===== config.mk =====
export PLATFORM = sky130hd
export DESIGN_NAME = snra_top
export DESIGN_NICKNAME = d
export VERILOG_FILES = /design/src/snra_pkg.sv /design/src/snra_addr.sv /design/src/snra_sync.sv /design/src/snra_top.sv
export SDC_FILE = /design/constraint.sdc
export NUM_CORES = 1
export LEC_CHECK = 0
export BUFFER_PORTS_ARGS = -buffer_cell sky130_fd_sc_hd__buf_2
export CORE_ASPECT_RATIO = 2
export CORE_UTILIZATION = 35
export CTS_CLUSTER_SIZE = 30
export DETAILED_ROUTE_END_ITERATION = 16
export GPL_ROUTABILITY_DRIVEN = 0
export SLEW_MARGIN = 20
export SYNTH_ARGS = -nofsm -noshare
export SYNTH_HDL_FRONTEND = slang
export SYNTH_SLANG_ARGS = --single-unit

===== constraint.sdc =====
create_clock -name clk_sys -period 2.85 [get_ports clk_sys]
set_input_delay 0.285 -clock clk_sys [delete_from_list [all_inputs] [get_ports clk_sys]]
set_output_delay 0.285 -clock clk_sys [all_outputs]
set_load 0.02 [all_outputs]

===== src/snra_pkg.sv =====
package snra_pkg;

	// ----------------------------------------------------------------
	// Slave address fields, address limits, reset values and bit positions
	// ----------------------------------------------------------------
	localparam logic [3:0] SNRA_ID_MEM = 4'ha;
	localparam logic [3:0] SNRA_ID_REG = 4'hd;
	localparam logic [7:0] SNRA_REG_ADDR_MAX = 8'h18;
	localparam logic [14:0] SNRA_MEM_ADDR_MAX = 15'h7fff;
	localparam logic [14:0] SNRA_MEM_ADDR_RST = 15'h0000;
	localparam logic [7:0] SNRA_REG_ADDR_RST = 8'h00;
	localparam logic [3:0] SNRA_BIT_LAST = 4'h7;
	localparam logic [3:0] SNRA_BIT_ACK = 4'h8;

	// ----------------------------------------------------------------
	// Types
	// ----------------------------------------------------------------
	typedef enum logic [6:0] {
		SNRA_IDLE = 7'h01,
		SNRA_DEVADR = 7'h02,
		SNRA_ADRHI = 7'h04,
		SNRA_ADRLO = 7'h08,
		SNRA_WDATA = 7'h10,
		SNRA_RDATA = 7'h20,
		SNRA_IGNORE = 7'h40
	} snra_state_t;

	// Bus events from the line conditioner
	typedef struct packed {
		logic start;
		logic stop;
		logic rise;
		logic fall;
		logic sda;
	} snra_bus_ev_t;

	// Memory array and register file access
	typedef struct packed {
		logic mem_rd;
		logic mem_wr;
		logic reg_rd;
		logic reg_wr;
		logic [14:0] mem_addr;
		logic [7:0] reg_addr;
		logic [7:0] wdata;
	} snra_acc_t;

endpackage


===== src/snra_addr.sv =====
`timescale 1ns/1ps
module snra_addr (
	input wire logic clk_sys,
	input wire logic rst_b,
	input wire logic mem_load,
	input wire logic [14:0] mem_val,
	input wire logic mem_inc,
	input wire logic reg_load,
	input wire logic [7:0] reg_val,
	input wire logic reg_inc,
	output logic [14:0] mem_addr,
	output logic [7:0] reg_addr
);
	typedef struct packed {
		logic [14:0] mem;
		logic [7:0] reg_a;
	} snra_addr_st_t;

	snra_addr_st_t a_q;
	snra_addr_st_t a_d;

	// Wrap-aware memory increment
	function automatic logic [14:0] snra_mem_next(input logic [14:0] a);
		if (a == snra_pkg::SNRA_MEM_ADDR_MAX) begin
			return snra_pkg::SNRA_MEM_ADDR_RST;
		end
		return 15'(a + 15'h0001);
	endfunction

	// ----------------------------------------------------------------
	// Two independent latches; one never touches the other
	// ----------------------------------------------------------------
	always_comb begin
		a_d = a_q;
		if (mem_load) begin
			a_d.mem = mem_val;
		end else if (mem_inc) begin
			a_d.mem = snra_mem_next(a_q.mem);
		end
		if (reg_load) begin
			a_d.reg_a = reg_val;
		end else if (reg_inc) begin
			// Past the last register the pointer rolls to zero
			a_d.reg_a = (a_q.reg_a == snra_pkg::SNRA_REG_ADDR_MAX) ?
				snra_pkg::SNRA_REG_ADDR_RST : 8'(a_q.reg_a + 8'h01);
		end
	end

	always_ff @(posedge clk_sys) begin
		if (!rst_b) begin
			a_q <= '{mem: snra_pkg::SNRA_MEM_ADDR_RST, reg_a: snra_pkg::SNRA_REG_ADDR_RST};
		end else begin
			a_q <= a_d;
		end
	end

	assign mem_addr = a_q.mem;
	assign reg_addr = a_q.reg_a;
endmodule


===== src/snra_sync.sv =====
`timescale 1ns/1ps
module snra_sync (
	input wire logic clk_sys,
	input wire logic rst_b,
	input wire logic scl_in,
	input wire logic sda_in,
	output snra_pkg::snra_bus_ev_t ev
);
	typedef struct packed {
		logic [1:0] scl_s;
		logic [1:0] sda_s;
		logic scl_p;
		logic sda_p;
	} snra_sync_st_t;

	snra_sync_st_t s_q;
	snra_sync_st_t s_d;

	// ----------------------------------------------------------------
	// Two-stage synchronisers, then edge and condition detection
	// ----------------------------------------------------------------
	always_comb begin
		s_d = s_q;
		s_d.scl_s = {s_q.scl_s[0], scl_in};
		s_d.sda_s = {s_q.sda_s[0], sda_in};
		// Only second stage is looked at; first stage feeds it alone
		s_d.scl_p = s_q.scl_s[1];
		s_d.sda_p = s_q.sda_s[1];
	end

	always_ff @(posedge clk_sys) begin
		if (!rst_b) begin
			s_q <= '{scl_s: 2'h3, sda_s: 2'h3, scl_p: 1'b1, sda_p: 1'b1};
		end else begin
			s_q <= s_d;
		end
	end

	// SDA change with SCL high marks start or stop
	assign ev.start = s_q.scl_p & s_q.scl_s[1] & s_q.sda_p & ~s_q.sda_s[1];
	assign ev.stop = s_q.scl_p & s_q.scl_s[1] & ~s_q.sda_p & s_q.sda_s[1];
	assign ev.rise = ~s_q.scl_p & s_q.scl_s[1];
	assign ev.fall = s_q.scl_p & ~s_q.scl_s[1];
	assign ev.sda = s_q.sda_s[1];
endmodule


===== src/snra_top.sv =====
// Functional notes
// - After read address, first data bit drives at the next SCL clock.
// - Address counter increments after every byte transferred.
// - Master acknowledge makes the device fetch and send the next byte.
// - Without proper termination the device keeps driving further data bytes.
// - Memory address wraps from the top to zero on the next read.
// - Write-direction address bytes load the memory address latch.
// - Repeated START after address acknowledge aborts the write without storing.
// - Register writes use the memory protocol with a one-byte address.
// - Register reads start at current register address and auto-increment.
// - Memory and register address latches are independent.
// - Memory read after register accesses resumes where the memory stopped.
// - Memory address is two bytes, high first; upper unused bits ignored.
// - Slave address top nibble selects memory or register device.
// - Slave address bits two and one must match the select pins.
// - Register address above the last register gets no acknowledge, aborting.
// - Master no-acknowledge ends the read and releases the bus.
`timescale 1ns/1ps
module snra_top (
	input wire logic clk_sys,
	input wire logic rst_b,
	input wire logic scl_in,
	input wire logic sda_in,
	output logic sda_out,
	output logic sda_oe_b,
	input wire logic [1:0] dev_sel,
	input wire logic mem_wide,
	output snra_pkg::snra_acc_t acc,
	input wire logic [7:0] mem_rdata,
	input wire logic [7:0] reg_rdata
);
	// ----------------------------------------------------------------
	// State
	// ----------------------------------------------------------------
	typedef struct packed {
		snra_pkg::snra_state_t st;
		logic [3:0] bitn;
		logic [7:0] sh;
		logic is_reg;
		logic hi_ok;
		logic [6:0] adr_hi;
		logic drive_low;
		logic rd_nack;
		logic [1:0] sel_s0;
		logic [1:0] sel_s1;
		logic wide_s0;
		logic wide_s1;
		snra_pkg::snra_acc_t acc;
	} snra_top_st_t;

	snra_top_st_t q;
	snra_top_st_t d;
	snra_pkg::snra_bus_ev_t ev;
	logic [14:0] mem_addr;
	logic [7:0] reg_addr;
	logic mem_load;
	logic mem_inc;
	logic reg_load;
	logic reg_inc;
	logic [14:0] mem_val;
	logic [14:0] mem_eff;

	snra_sync u_sync (
		.clk_sys(clk_sys),
		.rst_b(rst_b),
		.scl_in(scl_in),
		.sda_in(sda_in),
		.ev(ev)
	);

	snra_addr u_addr (
		.clk_sys(clk_sys),
		.rst_b(rst_b),
		.mem_load(mem_load),
		.mem_val(mem_val),
		.mem_inc(mem_inc),
		.reg_load(reg_load),
		.reg_val(q.sh),
		.reg_inc(reg_inc),
		.mem_addr(mem_addr),
		.reg_addr(reg_addr)
	);

	// Mask the unused high address bits for the smaller density
	function automatic logic [14:0] snra_mask(input logic [6:0] hi, input logic [7:0] lo,
		input logic wide);
		logic [14:0] a;
		a = {hi, lo};
		if (!wide) begin
			a[14:13] = 2'h0;
		end
		return a;
	endfunction

	// ----------------------------------------------------------------
	// Byte engine
	// ----------------------------------------------------------------
	always_comb begin
		d = q;
		mem_load = 1'b0;
		mem_inc = 1'b0;
		reg_load = 1'b0;
		reg_inc = 1'b0;
		mem_val = snra_mask(q.adr_hi, q.sh, q.wide_s1);
		// Latch may carry stray top bits; masking here makes the small array wrap at its top
		mem_eff = snra_mask(mem_addr[14:8], mem_addr[7:0], q.wide_s1);
		d.acc.mem_rd = 1'b0;
		d.acc.mem_wr = 1'b0;
		d.acc.reg_rd = 1'b0;
		d.acc.reg_wr = 1'b0;
		// Strap-like pins come from outside, so they pass two flops
		d.sel_s0 = dev_sel;
		d.sel_s1 = q.sel_s0;
		d.wide_s0 = mem_wide;
		d.wide_s1 = q.wide_s0;
		if (ev.start) begin
			// START always aborts, so a pending write is dropped unstored
			d.st = snra_pkg::SNRA_DEVADR;
			// The SCL fall that closes START rolls this to zero before bit one
			d.bitn = 4'hf;
			d.drive_low = 1'b0;
			d.rd_nack = 1'b0;
		end else if (ev.stop) begin
			d.st = snra_pkg::SNRA_IDLE;
			d.drive_low = 1'b0;
		end else if (ev.rise) begin
			// Sample on SCL rise; the ack slot samples the master's answer
			if (q.bitn == snra_pkg::SNRA_BIT_ACK) begin
				d.rd_nack = ev.sda;
			end else if (q.st != snra_pkg::SNRA_RDATA) begin
				d.sh = {q.sh[6:0], ev.sda};
			end
		end else if (ev.fall) begin
			d.drive_low = 1'b0;
			if (q.bitn == snra_pkg::SNRA_BIT_LAST) begin
				d.bitn = snra_pkg::SNRA_BIT_ACK;
				case (q.st)
				snra_pkg::SNRA_DEVADR: begin
					if (q.sh[2:1] != q.sel_s1 ||
						(q.sh[7:4] != snra_pkg::SNRA_ID_MEM &&
						q.sh[7:4] != snra_pkg::SNRA_ID_REG)) begin
						d.st = snra_pkg::SNRA_IGNORE;
					end else begin
						d.drive_low = 1'b1;
						d.is_reg = (q.sh[7:4] == snra_pkg::SNRA_ID_REG);
						d.hi_ok = 1'b0;
						if (q.sh[0]) begin
							d.st = snra_pkg::SNRA_RDATA;
							d.acc.mem_rd = (q.sh[7:4] == snra_pkg::SNRA_ID_MEM);
							d.acc.reg_rd = (q.sh[7:4] == snra_pkg::SNRA_ID_REG);
						end else begin
							// Writes always need fresh address bytes
							d.st = (q.sh[7:4] == snra_pkg::SNRA_ID_REG) ?
								snra_pkg::SNRA_ADRLO : snra_pkg::SNRA_ADRHI;
						end
					end
				end
				snra_pkg::SNRA_ADRHI: begin
					d.adr_hi = q.sh[6:0];
					d.drive_low = 1'b1;
					d.st = snra_pkg::SNRA_ADRLO;
				end
				snra_pkg::SNRA_ADRLO: begin
					if (q.is_reg) begin
						// Reserved top bits are not checked, only the range
						if (q.sh > snra_pkg::SNRA_REG_ADDR_MAX) begin
							d.st = snra_pkg::SNRA_IGNORE;
						end else begin
							reg_load = 1'b1;
							d.drive_low = 1'b1;
							d.st = snra_pkg::SNRA_WDATA;
						end
					end else begin
						mem_load = 1'b1;
						d.drive_low = 1'b1;
						d.st = snra_pkg::SNRA_WDATA;
					end
				end
				snra_pkg::SNRA_WDATA: begin
					d.acc.wdata = q.sh;
					d.acc.mem_wr = ~q.is_reg;
					d.acc.reg_wr = q.is_reg;
					d.acc.mem_addr = mem_eff;
					d.acc.reg_addr = reg_addr;
					mem_inc = ~q.is_reg;
					reg_inc = q.is_reg;
					d.drive_low = 1'b1;
				end
				snra_pkg::SNRA_RDATA: begin
					// Bump just before the ack slot; SDA released there
					mem_inc = ~q.is_reg;
					reg_inc = q.is_reg;
				end
				default: begin
					d.st = q.st;
				end
				endcase
			end else if (q.bitn == snra_pkg::SNRA_BIT_ACK) begin
				d.bitn = 4'h0;
				if (q.st == snra_pkg::SNRA_RDATA) begin
					// Our own address ack already fetched; only a master ack fetches again
					if (q.rd_nack) begin
						d.st = snra_pkg::SNRA_IDLE;
					end else if (!q.drive_low) begin
						d.acc.mem_rd = ~q.is_reg;
						d.acc.reg_rd = q.is_reg;
					end
				end
			end else begin
				d.bitn = 4'(q.bitn + 4'h1);
				if (q.st == snra_pkg::SNRA_RDATA) begin
					d.sh = {q.sh[6:0], 1'b1};
				end
			end
		end
		if (q.acc.mem_rd || q.acc.reg_rd) begin
			// Fetched byte lands the cycle after the request
			d.sh = q.acc.mem_rd ? mem_rdata : reg_rdata;
		end
		if (d.acc.mem_rd || d.acc.reg_rd) begin
			d.acc.mem_addr = mem_eff;
			d.acc.reg_addr = reg_addr;
		end
	end

	always_ff @(posedge clk_sys) begin
		if (!rst_b) begin
			q <= '{st: snra_pkg::SNRA_IDLE, bitn: 4'h0, sh: 8'h00, is_reg: 1'b0,
				hi_ok: 1'b0, adr_hi: 7'h00, drive_low: 1'b0, rd_nack: 1'b0,
				sel_s0: 2'h0, sel_s1: 2'h0, wide_s0: 1'b0, wide_s1: 1'b0,
				acc: '0};
		end else begin
			q <= d;
		end
	end

	// ----------------------------------------------------------------
	// SDA pin: open drain, enable active low
	// ----------------------------------------------------------------
	// Read data drives only in data bits, released in the ack slot
	logic rd_drive;
	assign rd_drive = (q.st == snra_pkg::SNRA_RDATA) && (q.bitn != snra_pkg::SNRA_BIT_ACK) &&
		!q.sh[7];
	assign sda_out = 1'b0;
	assign sda_oe_b = ~(rd_drive | (q.drive_low && q.bitn == snra_pkg::SNRA_BIT_ACK));
	assign acc = q.acc;
endmodule


Word level (Yosys, flattened, before mapping). Cells that the tools add are included.

Register bits: 100. Bits of input ports: 23. Output and inout port bits: 37. Word-level logic and storage cells: 223.

Add/subtract/negate cells: 3. $lt $le $gt $ge: 1. Equal/unequal tests: 30. Multiplexer cells: 100. Bitwise operators: 21. Reductions and logical operators: 42.

Operators with widths (count): two-way mux 35 bit (4); two-way mux 29 bit (4); two-way mux 8 bit (11); two-way mux 32 bit (2); two-way mux 15 bit (4); two-way mux 1 bit (50); two-way mux 7 bit (7); AND reduction 6 bit (5); nonzero test 4 bit (7); two-way mux 23 bit (1); two-way mux 21 bit (1); case mux 7 bit (3 select lines) (1); two-way mux 10 bit (2); two-way mux 6 bit (3); two-way mux 17 bit (1); != test 4 bit, second input constant (4); adder 15 x 1 -> 15 bit, second input constant (1); equality test 15 bit, second input constant (1); nonzero test 5 bit (3); != test 2 x 1 -> 1 bit, second input constant (7); AND reduction 7 bit (2); NOT 1 bit (13); equality test 4 bit, second input constant (3); nonzero test 2 bit (6); other kinds (32) (54).

Logic depth before layout (Yosys ltp).
Word-level depth: 14. Gate-level depth with buffers: 10. Mapped depth without buffers: 7.

Modules after synthesis. A second synthesis with hierarchy kept.

Cells, all modules: 650. Area total of the unflattened synthesis: 5393.9 µm².

Modules (own cells, without submodules): snra_top (times used 1, cells each 451, area each 3733.6 µm², seq. area each 1401.3 µm²); snra_addr (times used 1, cells each 182, area each 1462.7 µm², seq. area each 460.4 µm²); snra_sync (times used 1, cells each 17, area each 197.7 µm², seq. area each 120.1 µm²).

Worst setup path before layout. No wires, ideal clock.

Path type: flip-flop to flip-flop. From: reg q[51] (netlist name). To: reg q, in the netlist acc[19]. Setup time: 72 ps. Data arrival time: 2356 ps. Required time: 2778 ps. Path slack: 422 ps. Cell stages (with the launch flop): 9. Path buffers: 3. Period minus slack after synthesis: 2428 ps. Path through: dfxtp_1 -> clkbuf_1 -> or3b_2 -> or4_2 -> a21boi_0 -> a221o_1 -> buf_2 -> buf_4 -> mux2i_1.

Longest elaborated chain between the ends: 13. Elaborated cells between the ends (all ways): 24. Those cells by class: eq/ne: 3; mux: 15; bitwise: 1; reduce/logical: 5.

RTL lines: from (decl) (RTL line snra_top.sv:51) `snra_top_st_t q;`; from (signal assigned) (RTL line snra_top.sv:228) `q <= '{st: snra_pkg::SNRA_IDLE, bitn: 4'h0, sh: 8'h00, is_reg: 1'b0,`; NOT 1 bit (RTL line snra_top.sv:205) `d.acc.mem_rd = ~q.is_reg;`; two-way mux 1 bit (RTL line snra_top.sv:204) `end else if (!q.drive_low) begin`; two-way mux 1 bit (RTL line snra_top.sv:202) `if (q.rd_nack) begin`; two-way mux 1 bit (RTL line snra_top.sv:200) `if (q.st == snra_pkg::SNRA_RDATA) begin`; two-way mux 1 bit (RTL line snra_top.sv:198) `end else if (q.bitn == snra_pkg::SNRA_BIT_ACK) begin`; two-way mux 1 bit (RTL line snra_top.sv:135) `if (q.bitn == snra_pkg::SNRA_BIT_LAST) begin`; two-way mux 35 bit * (RTL line snra_top.sv:133) `end else if (ev.fall) begin`; two-way mux 35 bit * (RTL line snra_top.sv:126) `end else if (ev.rise) begin`; two-way mux 35 bit * (RTL line snra_top.sv:123) `end else if (ev.stop) begin`; two-way mux 35 bit * (RTL line snra_top.sv:116) `if (ev.start) begin`; logical OR 1 bit * (RTL line snra_top.sv:220) `if (d.acc.mem_rd || d.acc.reg_rd) begin`; != test 2 x 1 -> 1 bit (no source line) or nonzero test 2 bit (tied branches); AND reduction 6 bit (no source line).

Every way passes the cells marked *; elsewhere a longest branch is shown, timed or not. The select of a mux whose other input is x is not followed. A chain may end at the register's enable or synchronous reset.

Worst setup path in the final report.
From: reg q[69] (netlist name). To: reg q, in the netlist mem_val[2].

Longest elaborated chain between the ends: 3. Elaborated cells between the ends (all ways): 5. Those cells by class: eq/ne: 3; reduce/logical: 2.

RTL lines (RTL line): != test 7 x 6 -> 1 bit or equality test 7 x 6 -> 1 bit (tied branches) (snra_top.sv:130, snra_top.sv:211); != test 3 x 1 -> 1 bit (no source line) or nonzero test 3 bit (tied branches); AND reduction 7 bit (no source line) *.

Every way passes the cells marked *; elsewhere a longest branch is shown, timed or not.

==> metrics.yaml <==
route.vias.total: 5218
hold_path_startpoint: "scl_in"
slew_headroom_pct: 30.8
drv_cap: 0
peakVddDrop_uv: 264
hold_class: "input port to register"
cts_sinks: 99
antenna_found_initial: 0
drt_iter0_drc: 375
sw_frac_of_total_pct: 24.2
clockBufferDepth: 2
syn-cell-area_um2: 5500
synth_cells: 680
required_ps: 3130
combPwrFrac_pct: 5.2
avgSynthCellArea_um2: 8.09
path_max_fanout: 16
worst_hold_slack_ps: 122
cts.reportedPaths.clkPinSlew_ps: 70
die_area_um2: 16300
die-height_um: 179
routed_via_density: 5.82
arrival_ps: 2960
drtPass1Iterations: 5
max_freq_ghz: 0.372
slowest_stage: "a2111o_1"
final_core_util_pct: 39.9
io_buffers: 58
dpl.hpwl_um: 11800
area_growth_syn_to_layout_pct: 10.9
setup.worst_path.start: "q[69]"
min_period_ps: 2690
core-area_um2: 15300
ctsHoldBuffers: 0
hold_depth: 2
grt-ovfl-total: 0
synth_seq_cells: 99
synthesis.nets: 711
wl_met3_um: 706
initial_core_util_pct: 36.0
drv_slew: 0
grt_max_degree: 65
power_leakage_uw: 0.00229
reg2reg_depth: 5
yosysSeqAreaShare_pct: 36.0
hold-path-endpoint: "u_sync.s_d[5]"
crit_type: "register to register"
cts_setup_buffers: 0
async_flop_share_pct: 0
wl_um: 15800
seqPwrFrac_pct: 51.8
cts_tree: "yes"
numCtsBuffers: 9
clk_latency_ps: 350
p_per_area_nw_per_um2: 448
hold_violations: 0
crit_family: "compound AO/OA/AOI/OAI gates"
ant_nets: 0
path_buf_inv: 0
grt_pass1_vias: 4974
dpl_worst_slack_ps: 226
status: "complete, no violations"
finalSetupViolCount: 0
drc_errors: 0
antenna_cells: 0
h-tree-depth: 3
clkPwrFrac_pct: 42.9
fin_skew_ps: 7.72
wl_met1_um: 5480
switchingPower_uw: 663
worstReg2RegEnd: "mem_val[2]"
io_pins: 60
rsz0062_at_grt: "false"
cts_root_buffer: "clkbuf_16"
setup_tns_ps: 0
max_stage_delay_ps: 600
dp_cells: 880
synth-edff-count: 0
internal_power_uw: 2070
fin_nets: 724
grt_pass1_wl_um: 24700
start_kind: "register"
rows: 64
tightest_slew_ps: 1030
drive_above_1_share_pct: 17.8
yosys_warnings: 0
die_w_um: 90.7
finalCritPeriodShare_pct: 94.3
cts_resized: 0
regToRegSetupSlack_ps: 160
fin_cells: 896
wl_per_cell_um: 17.6
grt_usage_pct: 19.5
cp_cell_sequence: "or4b_4, or4_1, a2111o_1, a221o_2, a21oi_1"
met2_length_um: 8460
end_kind: "register"
yosys_most_used_dff: "dfxtp_1"
worst_slack_ps: 164
ys_types: 72
highest_layer: "met4"
r2r_start: "q[69]"
logic make-up (layout without fill, tap and decap cells):
family                   Yosys count  count (layout)  synth area share [%]
AND/OR/NAND/NOR                  260             260                  24.2
AO/OA/AOI/OAI                    154             154                  19.7
buffers and inverters            116             134                  10.8
flip-flops                        99              99                  36.0
multiplexers                      35              35                  6.39
adder cells (fa/ha/maj)            8               8                  1.82
XOR/XNOR                           7               7                  1.11
other                              1               1                0.0681
stage by stage:
step | total power (µW) | instance area (µm²)
after floorplan | 1540 | 5500
after global placement | 1590 | 5820
after detailed placement | 1590 | 5820
after CTS | 2770 | 6110
after global routing | 2850 | 6110
final | 2740 | 6110
layer usage:
metal	vias up	track usage, %
met5	-	0
met4	0	17.7
met3	75	3.25
met2	215	36.2
met1	2493	18.0
li1	2435	-
worst max-delay path by stage:
stage	to	slack [ps]	cells past startpoint
global placement	mem_val[2]	270	5
global route	mem_val[3]	40	5
floorplan	acc[19]	420	8
finish	mem_val[2]	160	5
detailed placement	mem_val[2]	230	5
CTS	mem_val[2]	210	5
cells in the final DEF, fill, tap and decap left out, drive strengths merged, types with 6 or more instances in the layout:
cell type  count
dfxtp         99
buf           88
nand2         78
a21oi         53
nand3         40
nor2          36
mux2i         34
inv           32
nor3          19
o21ai         18
and3          13
nor4          10
a221oi        10
nand4         10
clkbuf        10
and2           9
a221o          9
ha             8
nand3b         7
o21a           7
nand2b         6
nor2b          6
or4            6
cells in the mapped netlist (all sizes together), types with 3 or more instances:
master / number / share of area (%)
and2: 9 / 1.0
dfxtp: 99 / 36
nor2: 36 / 2.5
a211oi: 5 / 0.68
nand3: 40 / 3.6
a221o: 9 / 1.8
mux2i: 34 / 6.2
a2111o: 3 / 0.61
xor2: 5 / 0.80
inv: 30 / 2.0
a21boi: 4 / 0.55
or3: 4 / 0.45
nand2: 78 / 5.3
or4: 6 / 0.84
nand2b: 6 / 0.68
nand4: 10 / 1.1
o221a: 3 / 0.61
nor3: 19 / 1.7
o21ai: 18 / 1.6
o31a: 3 / 0.48
o31ai: 3 / 0.41
a21oi: 53 / 4.8
nor3b: 4 / 0.55
buf: 41 / 5.6
clkbuf: 45 / 3.1
ha: 8 / 1.8
a221oi: 10 / 1.6
nor4: 10 / 1.1
nor2b: 6 / 0.68
and3: 13 / 1.5
o211ai: 3 / 0.41
nand3b: 7 / 0.95
o21a: 7 / 0.95
o22ai: 4 / 0.45
a31oi: 3 / 0.34
flip-flops by register name (all words and copies together) (netlist names):
register         flops
acc                 35
q                   19
u_addr.mem_addr     15
mem_val             13
u_addr.reg_addr      8
d                    3
u_sync.s_d           3
u_sync.s_q           2
u_sync.ev            1
area by class of cell:
cell class / instances / area (µm²)
Clock buffer: 10 / 239
Clock inverter: 6 / 47.5
Sequential cell: 99 / 1980
Fill cell: 1569 / 9190
Tap cell: 198 / 248
Timing Repair Buffer: 88 / 528
Inverter: 30 / 113
Multi-Input combinational cell: 465 / 2950
power groups by stage:
stage | sequential [µW] | clock (µW) | combinational (µW)
final | 1420 | 1170 | 143
after global routing | 1420 | 1270 | 155
after CTS | 1420 | 1210 | 143
after detailed placement | 1450 | 0 | 142
after global placement | 1450 | 0 | 139
after floorplan | 1440 | 0 | 96.4
No activity file was read; power rests on OpenSTA's default activity.
